## config.mk

```make
export PLATFORM = sky130hd
export DESIGN_NAME = multifunction_pin_config
export DESIGN_NICKNAME = d
export VERILOG_FILES = /design/src/pkg/pin_mux_pkg.sv /design/src/hdl/multifunction_pin_config.sv
export SDC_FILE = /design/constraint.sdc
export NUM_CORES = 1
export LEC_CHECK = 0
export BUFFER_PORTS_ARGS = -buffer_cell sky130_fd_sc_hd__buf_2
export CORE_MARGIN = 5
export CORE_UTILIZATION = 47
export DETAILED_ROUTE_END_ITERATION = 10
export PLACE_DENSITY = 0.76
export SLEW_MARGIN = 30
export SYNTH_ARGS = -nofsm -noshare
export SYNTH_HDL_FRONTEND = slang
export SYNTH_SLANG_ARGS = --single-unit
```

## constraint.sdc

```tcl
create_clock -name aclk -period 2 [get_ports aclk]
set_clock_uncertainty 0.2 [all_clocks]
set_input_delay 0.2 -clock aclk [delete_from_list [all_inputs] [get_ports aclk]]
set_output_delay 0.2 -clock aclk [all_outputs]
set_load 0.005 [all_outputs]
```

## src/pkg/pin_mux_pkg.sv

```systemverilog
// Purpose: Constants for the multifunction pin configuration block
// Assumes: Register index times four gives the AXI4-Lite byte address
// Notes:   Bit fields are the same in both pin configuration registers
`default_nettype none
package pin_mux_pkg;
  // ----------------------------------------------------------------
  // Register map
  // ----------------------------------------------------------------
  localparam logic [5:0] BIDIR_CFG_IDX  = 6'h21;
  localparam logic [5:0] OUT_CFG_IDX    = 6'h22;
  localparam logic [5:0] LEVELS_IDX     = 6'h29;
  localparam logic [5:0] MONITOR_IDX    = 6'h2a;
  // ----------------------------------------------------------------
  // Fields and reset values
  // ----------------------------------------------------------------
  localparam int         FUNC_LSB       = 4;
  localparam int         RSVD_BIT       = 3;
  localparam int         BIDIR_LVL_BIT  = 7;
  localparam int         OUT_LVL_BIT    = 6;
  localparam int         MON_BIT        = 7;
  localparam logic [7:0] BIDIR_CFG_RST  = 8'h22;
  localparam logic [7:0] OUT_CFG_RST    = 8'h00;
  localparam logic [7:0] LEVELS_RST     = 8'h00;
  localparam logic [7:0] LEVELS_MASK    = 8'hc0;
  localparam logic [7:0] CFG_MASK       = 8'hf7;
  // ----------------------------------------------------------------
  // Function codes
  // ----------------------------------------------------------------
  localparam logic [3:0] FN_DISABLED    = 4'h0;
  localparam logic [3:0] FN_GEN_OUT     = 4'h1;
  localparam logic [3:0] FN_IRQ_OUT     = 4'h2;
  localparam logic [3:0] FN_PDM_CLK     = 4'h4;
  localparam logic [3:0] FN_ADC_PD      = 4'h7;
  localparam logic [3:0] FN_MIC_BIAS    = 4'h8;
  localparam logic [3:0] FN_GEN_IN      = 4'h9;
  localparam logic [3:0] FN_MCLK_IN     = 4'ha;
  localparam logic [3:0] FN_SER_IN      = 4'hb;
  localparam logic [3:0] FN_PDM_A       = 4'hc;
  localparam logic [3:0] FN_PDM_B       = 4'hd;
  // ----------------------------------------------------------------
  // Drive styles
  // ----------------------------------------------------------------
  localparam logic [2:0] DRV_HIZ        = 3'h0;
  localparam logic [2:0] DRV_STRONG     = 3'h1;
  localparam logic [2:0] DRV_LOW_WEAKHI = 3'h2;
  localparam logic [2:0] DRV_LOW_ONLY   = 3'h3;
  localparam logic [2:0] DRV_WEAKLO_HI  = 3'h4;
  localparam logic [2:0] DRV_HIGH_ONLY  = 3'h5;
  // ----------------------------------------------------------------
  // Bus responses
  // ----------------------------------------------------------------
  localparam logic [1:0] RESP_OKAY      = 2'h0;
  localparam logic [1:0] RESP_SLVERR    = 2'h2;
endpackage
`default_nettype wire

```

## src/hdl/multifunction_pin_config.sv

```systemverilog
// Purpose: Function select, drive style and output levels of two pins
// Assumes: Internal sources share aclk; the bidirectional pin is asynchronous
// Notes:   Pin outputs are registered, one cycle late; routed inputs pass a two-flop synchronizer, three cycles late
// How it works
// - Bidir function 0/1/2/4/7-13, reset two
// - Bidir codes 7, 8 and 10-13 route pin to inputs, 9 to monitor
// - Bidir drive style 0-5, reset two
// - Output pin function 0/1/2/4, reset zero
// - Output pin drive 0/1/3/5, others hi-z
// - Config bit three reads zero
// - Level register holds both levels, resets zero
// - Bit seven bidir, bit six output pin
// - Monitor bit seven shows sampled input
`timescale 1ns/100ps
`default_nettype none
module multifunction_pin_config
  import pin_mux_pkg::*;
#(
  parameter int ADDR_W = 8
) (
  // Clock and reset
  input  wire logic              aclk,
  input  wire logic              aresetn,
  // AXI4-Lite write
  input  wire logic [ADDR_W-1:0] awaddr,
  input  wire logic              awvalid,
  output logic                   awready,
  input  wire logic [31:0]       wdata,
  input  wire logic [3:0]        wstrb,
  input  wire logic              wvalid,
  output logic                   wready,
  output logic [1:0]             bresp,
  output logic                   bvalid,
  input  wire logic              bready,
  // AXI4-Lite read
  input  wire logic [ADDR_W-1:0] araddr,
  input  wire logic              arvalid,
  output logic                   arready,
  output logic [31:0]            rdata,
  output logic [1:0]             rresp,
  output logic                   rvalid,
  input  wire logic              rready,
  // Pins
  input  wire logic              bidir_pin_i,
  output logic                   bidir_pin_o,
  output logic                   bidir_pin_oe,
  output logic                   bidir_pin_weak,
  output logic                   output_only_pin_o,
  output logic                   output_only_pin_oe,
  output logic                   output_only_pin_weak,
  // Internal sources
  input  wire logic              irq_req,
  input  wire logic              pdm_clock_src,
  // Routed inputs
  output logic                   mic_bias_enable_in,
  output logic                   master_clock_in,
  output logic                   serial_audio_in,
  output logic                   pulse_density_data_in_a,
  output logic                   pulse_density_data_in_b,
  output logic                   adc_power_down
);
  // ----------------------------------------------------------------
  // Drive style to {oe, weak}; reserved styles leave the pin off
  // ----------------------------------------------------------------
  function automatic logic [1:0] drive(input logic [2:0] style, input logic lvl);
    logic [1:0] r;
    r = 2'b00;
    unique case (style)
      DRV_STRONG:     r = 2'b10;
      DRV_LOW_WEAKHI: r = lvl ? 2'b11 : 2'b10;
      DRV_LOW_ONLY:   r = lvl ? 2'b00 : 2'b10;
      DRV_WEAKLO_HI:  r = lvl ? 2'b10 : 2'b11;
      DRV_HIGH_ONLY:  r = lvl ? 2'b10 : 2'b00;
      default:        r = 2'b00;
    endcase
    return r;
  endfunction

  // ----------------------------------------------------------------
  // State
  // ----------------------------------------------------------------
  logic              aw_full_q, aw_full_d, w_full_q, w_full_d;
  logic [5:0]        aw_idx_q, aw_idx_d;
  logic [7:0]        w_byte_q, w_byte_d;
  logic              w_en_q, w_en_d;
  logic              awready_d, wready_d, bvalid_d, arready_d, rvalid_d;
  logic [1:0]        bresp_d, rresp_d;
  logic [31:0]       rdata_d;
  logic [7:0]        bidir_cfg_q, bidir_cfg_d, out_cfg_q, out_cfg_d, levels_q, levels_d;
  logic              mon_q, mon_d, in_meta_q, in_sync_q;
  logic [2:0]        bpin_d, opin_d;
  logic [5:0]        route_d;
  logic              wr_fire, b_lvl, o_lvl;
  logic [1:0]        b_drv, o_drv;
  logic [5:0]        ar_idx;
  logic [3:0]        b_fn, o_fn;

  assign b_fn   = bidir_cfg_q[7:FUNC_LSB];
  assign o_fn   = out_cfg_q[7:FUNC_LSB];
  assign ar_idx = araddr[7:2];

  // ----------------------------------------------------------------
  // Bus slave and register file
  // ----------------------------------------------------------------
  always_comb begin
    aw_full_d   = aw_full_q;
    aw_idx_d    = aw_idx_q;
    w_full_d    = w_full_q;
    w_byte_d    = w_byte_q;
    w_en_d      = w_en_q;
    bvalid_d    = bvalid && !bready;
    bresp_d     = bresp;
    rvalid_d    = rvalid && !rready;
    rresp_d     = rresp;
    rdata_d     = rdata;
    bidir_cfg_d = bidir_cfg_q;
    out_cfg_d   = out_cfg_q;
    levels_d    = levels_q;
    if (awvalid && awready) begin
      aw_full_d = 1'b1;
      aw_idx_d  = awaddr[7:2];
    end
    if (wvalid && wready) begin
      w_full_d = 1'b1;
      w_byte_d = wdata[7:0];
      w_en_d   = wstrb[0];
    end
    wr_fire = aw_full_q && w_full_q && !bvalid;
    if (wr_fire) begin
      aw_full_d = 1'b0;
      w_full_d  = 1'b0;
      bvalid_d  = 1'b1;
      bresp_d   = RESP_OKAY;
      unique case (aw_idx_q)
        BIDIR_CFG_IDX: if (w_en_q) bidir_cfg_d = w_byte_q & CFG_MASK;
        OUT_CFG_IDX:   if (w_en_q) out_cfg_d = w_byte_q & CFG_MASK;
        LEVELS_IDX:    if (w_en_q) levels_d = w_byte_q & LEVELS_MASK;
        MONITOR_IDX:   ;
        default:       bresp_d = RESP_SLVERR;
      endcase
    end
    if (arvalid && arready) begin
      rvalid_d = 1'b1;
      rresp_d  = RESP_OKAY;
      unique case (ar_idx)
        BIDIR_CFG_IDX: rdata_d = {24'h000000, bidir_cfg_q};
        OUT_CFG_IDX:   rdata_d = {24'h000000, out_cfg_q};
        LEVELS_IDX:    rdata_d = {24'h000000, levels_q};
        MONITOR_IDX:   rdata_d = {24'h000000, mon_q, 7'h00};
        default: begin
          rdata_d = 32'h00000000;
          rresp_d = RESP_SLVERR;
        end
      endcase
    end
    awready_d = !aw_full_d;
    wready_d  = !w_full_d;
    arready_d = !rvalid_d;
  end

  // ----------------------------------------------------------------
  // Pin muxing
  // ----------------------------------------------------------------
  always_comb begin
    b_lvl = 1'b0;
    unique case (b_fn)
      FN_GEN_OUT: b_lvl = levels_q[BIDIR_LVL_BIT];
      FN_IRQ_OUT: b_lvl = irq_req;
      FN_PDM_CLK: b_lvl = pdm_clock_src;
      default:    b_lvl = 1'b0;
    endcase
    b_drv = drive(bidir_cfg_q[2:0], b_lvl);
    if (!(b_fn == FN_GEN_OUT || b_fn == FN_IRQ_OUT || b_fn == FN_PDM_CLK)) begin
      b_drv = 2'b00;
    end
    bpin_d = {b_lvl, b_drv};
    o_lvl = 1'b0;
    unique case (o_fn)
      FN_GEN_OUT: o_lvl = levels_q[OUT_LVL_BIT];
      FN_IRQ_OUT: o_lvl = irq_req;
      FN_PDM_CLK: o_lvl = pdm_clock_src;
      default:    o_lvl = 1'b0;
    endcase
    o_drv = 2'b00;
    if (out_cfg_q[2:0] == DRV_STRONG || out_cfg_q[2:0] == DRV_LOW_ONLY || out_cfg_q[2:0] == DRV_HIGH_ONLY) begin
      o_drv = drive(out_cfg_q[2:0], o_lvl);
    end
    if (!(o_fn == FN_GEN_OUT || o_fn == FN_IRQ_OUT || o_fn == FN_PDM_CLK)) begin
      o_drv = 2'b00;
    end
    opin_d = {o_lvl, o_drv};
    route_d = {b_fn == FN_MIC_BIAS, b_fn == FN_MCLK_IN, b_fn == FN_SER_IN,
               b_fn == FN_PDM_A, b_fn == FN_PDM_B, b_fn == FN_ADC_PD} & {6{in_sync_q}};
    mon_d = (b_fn == FN_GEN_IN) ? in_sync_q : mon_q;
  end

  always_ff @(posedge aclk) begin
    if (!aresetn) begin
      aw_full_q   <= 1'b0;
      aw_idx_q    <= 6'h00;
      w_full_q    <= 1'b0;
      w_byte_q    <= 8'h00;
      w_en_q      <= 1'b0;
      awready     <= 1'b0;
      wready      <= 1'b0;
      bvalid      <= 1'b0;
      bresp       <= RESP_OKAY;
      arready     <= 1'b0;
      rvalid      <= 1'b0;
      rresp       <= RESP_OKAY;
      rdata       <= 32'h00000000;
      bidir_cfg_q <= BIDIR_CFG_RST;
      out_cfg_q   <= OUT_CFG_RST;
      levels_q    <= LEVELS_RST;
      mon_q       <= 1'b0;
      in_meta_q   <= 1'b0;
      in_sync_q   <= 1'b0;
      {bidir_pin_o, bidir_pin_oe, bidir_pin_weak} <= 3'h0;
      {output_only_pin_o, output_only_pin_oe, output_only_pin_weak} <= 3'h0;
      {mic_bias_enable_in, master_clock_in, serial_audio_in,
       pulse_density_data_in_a, pulse_density_data_in_b, adc_power_down} <= 6'h00;
    end else begin
      aw_full_q   <= aw_full_d;
      aw_idx_q    <= aw_idx_d;
      w_full_q    <= w_full_d;
      w_byte_q    <= w_byte_d;
      w_en_q      <= w_en_d;
      awready     <= awready_d;
      wready      <= wready_d;
      bvalid      <= bvalid_d;
      bresp       <= bresp_d;
      arready     <= arready_d;
      rvalid      <= rvalid_d;
      rresp       <= rresp_d;
      rdata       <= rdata_d;
      bidir_cfg_q <= bidir_cfg_d;
      out_cfg_q   <= out_cfg_d;
      levels_q    <= levels_d;
      mon_q       <= mon_d;
      in_meta_q   <= bidir_pin_i;
      in_sync_q   <= in_meta_q;
      {bidir_pin_o, bidir_pin_oe, bidir_pin_weak} <= bpin_d;
      {output_only_pin_o, output_only_pin_oe, output_only_pin_weak} <= opin_d;
      {mic_bias_enable_in, master_clock_in, serial_audio_in,
       pulse_density_data_in_a, pulse_density_data_in_b, adc_power_down} <= route_d;
    end
  end
endmodule  // multifunction_pin_config
`default_nettype wire

```

==> results of run 1 <==
## sequential cells by signal (all words and copies together), names as in the netlist, 2 cells and up
name,count
out_cfg_q,7
rdata,7
bidir_cfg_q,7
aw_idx_q,6
levels_q,2
w_byte_q,7
## placed cells by master, fill, tap and decap left out, drive strengths merged, types with 2 or more instances in the layout
| master | Yosys | layout |
|---|---|---|
| a211oi | 3 | 3 |
| a21boi | 16 | 16 |
| a21oi | 3 | 3 |
| a22oi | 6 | 6 |
| a31oi | 2 | 2 |
| and2 | 6 | 6 |
| and3 | 2 | 2 |
| and3b | 4 | 4 |
| buf | 36 | 62 |
| clkbuf | 11 | 12 |
| clkinv | 0 | 2 |
| conb | 1 | 28 |
| dfxtp | 61 | 61 |
| dlygate4sd3 | 0 | 22 |
| inv | 4 | 4 |
| mux2 | 3 | 3 |
| mux2i | 4 | 4 |
| nand2 | 39 | 39 |
| nand2b | 3 | 3 |
| nand3 | 32 | 32 |
| nand3b | 4 | 4 |
| nand4 | 5 | 5 |
| nand4bb | 3 | 3 |
| nor2 | 7 | 7 |
| nor2b | 3 | 3 |
| nor3 | 3 | 3 |
| nor3b | 6 | 6 |
| o2111ai | 2 | 2 |
| o21a | 2 | 2 |
| o21ai | 25 | 25 |
| xor2 | 3 | 3 |
## report_power, final
group	total, µW	switching, µW	internal (µW)	leakage, µW
Sequential	1270	27.4	1250	0.000496
Combinational	194	95.2	98.5	0.000812
Clock	1070	465	606	0.0000964
Total	2540	588	1950	0.00140
## worst max-delay path, stage by stage
cell,delay [ns]
dlygate4sd3_1,0.53
buf_2,0.12
nor3b_2,0.22
nand2_1,0.09
dlygate4sd3_1,0.56
o31ai_1,0.21
## metrics by stage
step / cells / hold slack (ns) / cell area, µm² / util
floorplan: 335 / 0.127 / 2800 / -
global placement: 422 / 0.208 / 2940 / 0.530
detailed placement: 422 / 0.212 / 2940 / 0.530
CTS: 460 / 0.00306 / 3350 / 0.605
global route: 460 / 0.0231 / 3360 / 0.606
finish: 460 / 0.0156 / 3360 / 0.606
## routing by layer
layer	wire, µm	track usage
met1	2480	0.194
met2	2600	0.250
met3	405	0.0451
met4	100	0.0604
met5	0	0
## final timing paths
| check | from | endpoint | slack (ns) | depth (start not counted) |
|---|---|---|---|---|
| max reg2reg | bidir_cfg_q[6]$_SDFFE_PN0P_ | bidir_pin_weak$_SDFF_PN0_ | 0.23 | 4 |
| max | araddr[4] | rdata[7]$_SDFFE_PN0P_ | 0.11 | 6 |
| min reg2reg | in_meta_q$_SDFF_PN0_ | in_sync_q$_SDFF_PN0_ | 0.23 | 1 |
| min | awvalid | aw_idx_q[4]$_SDFFE_PN0P_ | 0.02 | 3 |
## synth_stat cells (2+ instances only)
| cell type | n |
|---|---|
| nand3b_1 | 4 |
| nand2b_1 | 3 |
| a22oi_1 | 6 |
| inv_1 | 4 |
| buf_2 | 7 |
| a31oi_1 | 2 |
| a21boi_0 | 10 |
| a21oi_1 | 3 |
| and2_1 | 6 |
| nor2b_1 | 3 |
| nand2_1 | 39 |
| dfxtp_1 | 61 |
| o21ai_1 | 21 |
| and3_1 | 2 |
| mux2_1 | 2 |
| nor3b_1 | 5 |
| a211oi_1 | 2 |
| nand3_1 | 32 |
| buf_4 | 28 |
| o21a_1 | 2 |
| clkbuf_1 | 10 |
| o21ai_0 | 4 |
| nand4_1 | 5 |
| xor2_1 | 3 |
| nor2_1 | 7 |
| nand4bb_1 | 3 |
| mux2i_1 | 4 |
| a21boi_1 | 6 |
| nor3_1 | 3 |
| o2111ai_1 | 2 |
| and3b_1 | 4 |
## what timing repair did
action / CTS / global route
endpoints found under the setup margin: 0 / 1
hold endpoints to repair: 19 / 0
resized for setup: 0 / 1
hold buffers: 22 / 0
## area by class of cell
class	count	share of cell area
clock buffer	12	0.0433
multi-input combinational	223	0.380
sequential	61	0.364
inverter	4	0.00447
tap	72	0.0268
timing repair buffer	84	0.167
clock inverter	4	0.0142
## kinds of logic (layout without fill, tap and decap cells)
family | Yosys count | after routing | synth area share
other | 1 | 28 | 0.00139
AOI/OAI and AO/OA | 65 | 65 | 0.158
muxes | 7 | 7 | 0.0274
buffers and inverters | 51 | 104 | 0.114
xor gates and xnor gates | 3 | 3 | 0.00974
and+or+nand+nor | 120 | 120 | 0.237
DFF | 61 | 61 | 0.453
==> results.txt, run 1 <==
DP Worst Slack = 0.258 ns
# Post-CTS Setup Buffers = 0
Synth Register Bits = 61
Post-synthesis sequential area ratio = 0.453
Share of the synthesized area in the top cell type = 0.453
Die width = 85.8 µm
Crit path max fanout = 2
Unrepaired setup endpoints after global routing = no
Row cnt = 27
LEAKAGE = 0.00140 µW
WL per Instance = 12.1 µm
Max VDD drop = 0.521 mV
Gp weighted congestion = 0.836
Fin nets = 445
I/O pin cnt = 115
Fmax = 0.529 GHz
EDFF count, synth = 0
CP Class = in -> reg
Nature of the critical path endpoint = flop
Vias = 2282
Die height = 85.8 µm
CTS root buf = clkbuf_8
Max-cap violations = 0
Drc violations = 0
DRT Wirelength = 5580 µm
CP Data Arrival Time = 1.94 ns
Run status = finished, final reports clean
Fin crit period = 1.89 ns
Pwr Total = 2540 µW
Async set-reset flop share out of synthesis = 0
1st-iter DRT viols = 180
Ys Warns = 0
PortBufs = 55
Gr ovfl total = 0
Vias in the first global route = 2032
Clk Latency, worst-skew pair = 0.33 ns
Final hold violation count = 0
Largest net degree at the start of global routing = 51
Die area = 0.00735 mm²
Most used DFF post-synth = dfxtp_1
ANT cells = 0
Fraction of layout cells with a size suffix above 1 = 0.206
CTS buffer count = 9
Area of the multi-input gates = 0.00128 mm²
Crit share post-route = 0.945
Worst setup SP type = primary input
CTS tree = yes
Via density = 4.96
Mapped cell area = 0.00270 mm²
Initial antenna violation count = 0
Initial core utilization = 0.487
Netlist cell types = 46
Clk sinks = 61
Total track usage = 0.155
Fillers = 481
FF+latch area = 0.00122 mm²
Hold crit path type = in -> reg
Clock-pin slew on the worst setup and hold paths = 0.07 ns
Slew Limit Fails = 0
H-Tree Depth = 3
CTS Buffer Depth = 2
Syn Area/Cell = 8.76 µm²
Final WS setup = 0.110 ns
Area delta synth->final = 24.4%
DRT Pass-1 Iters = 5
DRT antenna net count = 0
Required @ worst endpoint = 2.05 ns
Setup Viol. Count Final = 0
Main area contributors after synthesis = dfxtp_1 45%, buf_4 7.8%, nand3_1 5.9%, nand2_1 5.4%, o21ai_1 3.9%
Core area = 0.00554 mm²
Total negative setup slack = 0 ns
First-pass GRT wire length = 9110 µm
PwrDens = 757 mW/mm²
Most area-hungry cell type in the Yosys netlist = dfxtp_1
Cells after Synth = 308
DP HPWL = 3890 µm
(Power assumes the default switching activity.)
==> inputs of run 2 (changes only) <==
- CORE_UTILIZATION: 47 -> 45
- PLACE_DENSITY: 0.76 -> 0.73
- clock period: 2 -> 2.4 ns (I/O delays scaled with it)
==> run 2 against run 1 <==
Net effect: non-clock buffer count decreased by 10; clock power decreased by 17%; global-route usage increased by 0.32 points; wire length increased by 1.5%; sequential share of layout area increased by 1.1 points; flip-flop and latch count unchanged; cell area decreased by 3.0%; worst setup slack improved by 0.40 ns; die area increased by 3.9%; total power decreased by 17%; hold slack improved by 0.016 ns; critical endpoint is now bidir_cfg_q[5]$_SDFFE_PN1P_; largest power group unchanged.
==> results.txt, run 2 (same netlist as run 1, synthesis figures left out) <==
Worst setup SP type = flop
Pwr Total = 2100 µW (-17%)
1st-iter DRT viols = 90 (-50%)
First-pass GRT wire length = 9460 µm (+3.8%)
Nature of the critical path endpoint = flop
Clock-pin slew on the worst setup and hold paths = 0.07 ns (about the same)
PostCTS Resize Cnt = 0 (unchanged)
CTS buffer count = 9 (unchanged)
DP HPWL = 4000 µm (+2.6%)
Gr ovfl total = 0 (unchanged)
Die width = 87.4 µm (+1.9%)
Area delta synth->final = 20.6%
Clk sinks = 61 (unchanged)
Hold crit path type = in -> reg
Fin crit period = 1.89 ns
RR Startpoint = bvalid$_SDFF_PN0_
CTS Buffer Depth = 2 (unchanged)
Slew Limit Fails = 0 (unchanged)
Post-route insts no fill = 453 (-1.5%)
Total negative setup slack = 0 ns (unchanged)
Fmax = 0.529 GHz
CP Class = reg -> reg
Required @ worst endpoint = 2.40 ns (+0.35 ns)
LEAKAGE = 0.00136 µW (-2.9%)
FF+latch area = 0.00122 mm² (unchanged)
Drc violations = 0 (unchanged)
Total track usage = 0.158 (+0.00318)
Hold Crit Start = araddr[6]
Crit share post-route = 0.787
CP max stage cell = nand4_1
Fraction of layout cells with a size suffix above 1 = 0.196 (-0.0104)
Fillers = 558 (+16%)
WP buf/inv = 0 (-3)
Setup Viol. Count Final = 0 (unchanged)
Sequence of cells on the critical path = and3b_1, nand4_1, mux2i_1, nand2_1
CP Data Arrival Time = 1.89 ns (-0.05 ns)
H-Tree Depth = 3 (unchanged)
Area of the multi-input gates = 0.00127 mm² (-0.39%)
Inst Count DP = 420 (-0.47%)
Via density = 5.00 (+0.79%)
Fin nets = 435 (-2.2%)
CTS root buf = clkbuf_8
ANT cells = 0 (unchanged)
Core area = 0.00589 mm² (+6.2%)
Final hold violation count = 0 (unchanged)
Worst-margin pin slew = 0.566 ns
I/O pin cnt = 115 (unchanged)
Gp weighted congestion = 0.871 (+4.2%)
Initial antenna violation count = 0 (unchanged)
DRT Pass-1 Iters = 5 (unchanged)
Unrepaired setup endpoints after global routing = no
Die area = 0.00764 mm² (+3.9%)
CP max stage delay = 0.49 ns (-0.07 ns)
CTS tree = yes
DP Worst Slack = 0.512 ns (+0.254 ns)
DRT Wirelength = 5670 µm (+1.5%)
Die height = 87.4 µm (+1.9%)
Row cnt = 28 (+3.7%)
Most frequent cells in the layout = 61 x dfxtp_1, 55 x buf_2, 39 x nand2_1
Run status = finished, final reports clean
Crit path max fanout = 12 (+10)
Slew headroom = 0.622
Clk Latency, worst-skew pair = 0.34 ns (about the same)
Most common cell after layout, fill and taps aside = dfxtp_1
PwrDens = 647 mW/mm² (-15%)
Crit. Startpoint = bvalid$_SDFF_PN0_
Max VDD drop = 0.461 mV (-12%)
Initial core utilization = 0.458 (-0.0286)
Largest net degree at the start of global routing = 48 (-5.9%)
Max-cap violations = 0 (unchanged)
WL per Instance = 12.5 µm (+3.0%)
Final WS setup = 0.510 ns (+0.401 ns)
CP delay by family, top = simple AND/OR/NAND/NOR gates
Vias = 2265 (-0.74%)
DRT antenna net count = 0 (unchanged)
Vias in the first global route = 2100 (+3.3%)
CTS Hold Bufs = 17 (-23%)
PortBufs = 55 (unchanged)
# Post-CTS Setup Buffers = 0 (unchanged)
## run 2: cell type report
cell class,instances,share of cell area
clock buffer,12,0.0446
clock inverter,4,0.0146
sequential,61,0.375
tap,75,0.0288
inverter,4,0.00461
multi-input combinational,223,0.391
timing repair buffer,74,0.141
## run 2: routing by layer
layer  share of wire  up-vias  track usage
li1                -     1157            -
met1            0.45     1015        0.202
met2            0.45       81        0.248
met3           0.080       12       0.0445
met4           0.018        0       0.0669
met5               0        -            0
## run 2: final timing paths
kind              depth (start not counted)                           to  slack, ns
setup reg to reg                          4  bidir_cfg_q[5]$_SDFFE_PN1P_       0.51
hold reg to reg                           1         in_sync_q$_SDFF_PN0_       0.24
setup / recovery                          4  bidir_cfg_q[5]$_SDFFE_PN1P_       0.51
hold / removal                            4        rdata[7]$_SDFFE_PN0P_       0.03
## run 2: tightest hold or removal path: cells and delay by family
family	cells	cell delay (ns)
and+or+nand+nor	2	0.13
AOI/OAI and AO/OA	1	0.07
buffers and inverters	1	0.07
## run 2: metrics by stage
stage / area (µm²) / utilization / hold WS (ns)
final: 3250 / 0.553 / 0.0314
after global routing: 3250 / 0.553 / 0.0487
after CTS: 3250 / 0.553 / 0.0123
after detailed placement: 2890 / 0.491 / 0.238
after global placement: 2890 / 0.491 / 0.215
after floorplan: 2800 / - / 0.167
## run 2: power breakdown
group          leakage [µW]  internal, µW  switching (µW)  total, µW
Sequential         0.000496          1040            21.9       1060
Combinational      0.000771          74.4            78.4        153
Clock             0.0000964           505             385        890
Total               0.00136          1620             486       2100
==> inputs of run 3 (changes only) <==
- clock period: 2.4 -> 2 ns (I/O delays scaled with it)
==> run 3 against run 2 <==
Net effect: maximum frequency is 6.9% higher; sequential share of layout area is 1.4 points lower; global-route usage is 0.59 points lower; sequential power is 20% higher; total power is 27% higher; first-iteration DRC count is 2.2% higher; critical path depth stayed put; wire length is 0.99% higher; critical path type unchanged; critical endpoint is now bidir_pin_weak$_SDFF_PN0_; largest cell class unchanged.
==> results.txt, run 3 (same netlist as run 1, synthesis figures left out) <==
M2 GR Usage = 0.241 (-0.00685)
DRT antenna net count = 0 (unchanged)
CTS root buf = clkbuf_8
CP Data Arrival Time = 1.81 ns (-0.08 ns)
Total negative setup slack = 0 ns (unchanged)
DP HPWL = 4050 µm (+1.4%)
CP Class = reg -> reg
CTS Buffer Depth = 2 (unchanged)
Switching share of power = 0.212 (-0.0192)
LEAKAGE = 0.00143 µW (+4.5%)
Sequence of cells on the critical path = nand4bb_1, a31oi_1, or3b_1, a211oi_2
ANT cells = 0 (unchanged)
Core area = 0.00589 mm² (unchanged)
Die area = 0.00764 mm² (unchanged)
Run status = finished, final reports clean
Internal power = 2110 µW (+30%)
Nature of the critical path endpoint = flop
WP buf/inv = 0 (unchanged)
Largest net degree at the start of global routing = 32 (-33%)
Sw Pwr = 566 µW (+17%)
Vias = 2258 (-0.31%)
DRT Pass-1 Iters = 4 (-1)
Initial core utilization = 0.458 (unchanged)
CP delay by family, top = simple AND/OR/NAND/NOR gates
H-Tree Depth = 3 (unchanged)
CTS buffer count = 9 (unchanged)
Final hold violation count = 0 (unchanged)
Met1 Track Usage GR = 0.185 (-0.0170)
Seq pwr share = 0.476 (-0.028)
PwrDens = 792 mW/mm² (+22%)
Clk sinks = 61 (unchanged)
Crit share post-route = 0.884 (+0.0962)
Row cnt = 28 (unchanged)
Clock-pin slew on the worst setup and hold paths = 0.07 ns (about the same)
Area delta synth->final = 25.4%
Clk Latency, worst-skew pair = 0.33 ns (about the same)
Fin crit period = 1.77 ns (-0.123 ns)
Drc violations = 0 (unchanged)
Die height = 87.4 µm (unchanged)
1st-iter DRT viols = 92 (+2.2%)
Via density = 4.87 (-2.7%)
I/O pin cnt = 115 (unchanged)
Max VDD drop = 0.551 mV (+19%)
Crit path max fanout = 12 (unchanged)
Fmax = 0.566 GHz (+6.9%)
GR Util met3 = 0.0605 (+0.0161)
DRT Wirelength = 5720 µm (+0.99%)
Most common cell after layout, fill and taps aside = dfxtp_1
PortBufs = 55 (unchanged)
CP max stage cell = dfxtp_1
# Post-CTS Setup Buffers = 0 (unchanged)
CP max stage delay = 0.55 ns (+0.06 ns)
Gr busiest metal = met2
Hold crit path type = in -> reg
PostCTS Resize Cnt = 0 (unchanged)
Setup Viol. Count Final = 0 (unchanged)
Most frequent cells in the layout = 61 x dfxtp_1, 55 x buf_2, 39 x nand2_1
Gr ovfl total = 0 (unchanged)
Clk pwr share = 0.452 (+0.029)
Vias in the first global route = 2000 (-4.8%)
Gp weighted congestion = 0.853 (-2.0%)
Fin nets = 446 (+2.5%)
First-pass GRT wire length = 9030 µm (-4.6%)
WL per Instance = 12.3 µm (-1.4%)
Worst setup SP type = flop
Initial antenna violation count = 0 (unchanged)
Required @ worst endpoint = 2.04 ns (-0.36 ns)
Max-cap violations = 0 (unchanged)
Fraction of layout cells with a size suffix above 1 = 0.208 (+0.0125)
Layout Utilization = 0.575 (+0.0217)
R2R Setup Slk = 0.23 ns (-0.28 ns)
Combinational share of power = 0.072 (about the same)
CTS tree = yes
Unrepaired setup endpoints after global routing = no
Die width = 87.4 µm (unchanged)
Total track usage = 0.152 (-0.00590)
Slew Limit Fails = 0 (unchanged)
[run 3: cell count changes in the layout (fill, tap and decap cells not counted)]
cell,previous run,this run
clkbuf_8,10,11
dlygate4sd3_1,17,22
clkbuf_1,2,1
bufinv_16,1,2
clkinvlp_4,1,0
buf_4,2,8
[run 3: layer usage]
layer | wire [µm] | part of all wire
met5 | 0 | 0
met1 | 2530 | 0.44
met3 | 482 | 0.084
met2 | 2620 | 0.46
met4 | 91 | 0.016
[run 3: what timing repair did]
| item | in CTS | in global routing |
|---|---|---|
| hold buffers | 22 | 0 |
| setup endpoints to repair | 0 | 0 |
| endpoints found under the hold margin | 18 | 0 |
[run 3: power by group through the flow]
| stage | clock network (µW) | registers, µW | logic (µW) |
|---|---|---|---|
| floorplan | 0 | 1290 | 143 |
| global placement | 0 | 1300 | 156 |
| detailed placement | 0 | 1300 | 160 |
| CTS | 1240 | 1270 | 192 |
| global route | 1300 | 1280 | 219 |
| finish | 1210 | 1270 | 194 |
[run 3: worst paths after layout]
check	from	cells past startpoint	end
setup / recovery	bidir_cfg_q[6]$_SDFFE_PN0P_	4	bidir_pin_weak$_SDFF_PN0_
hold / removal	awvalid	3	aw_idx_q[3]$_SDFFE_PN0P_
setup reg to reg	bidir_cfg_q[6]$_SDFFE_PN0P_	4	bidir_pin_weak$_SDFF_PN0_
hold reg to reg	in_meta_q$_SDFF_PN0_	1	in_sync_q$_SDFF_PN0_
[run 3: per-stage QoR]
stage	instances	total power [µW]	worst slack (ns)	area, µm²	hold slack (ns)
after global placement	426	1460	0.311	2940	0.209
after floorplan	335	1430	0.490	2800	0.127
final	464	2680	0.233	3380	0.0142
after detailed placement	426	1460	0.271	2940	0.217
after global routing	464	2800	0.111	3380	0.0195
after CTS	464	2710	0.216	3380	0.000351
[run 3: cell type report]
| class | count | area [µm²] |
|---|---|---|
| Clock buffer | 12 | 155 |
| Clock inverter | 4 | 70.1 |
| Fill cell | 535 | 2500 |
| Inverter | 4 | 15.0 |
| Multi-Input combinational cell | 223 | 1270 |
| Sequential cell | 61 | 1220 |
| Tap cell | 75 | 93.8 |
| Timing Repair Buffer | 85 | 556 |
[run 3: worst min-delay path, stage by stage]
cell and delay, ns:
buf_2 0.14, nand3_1 0.09, a21boi_0 0.07
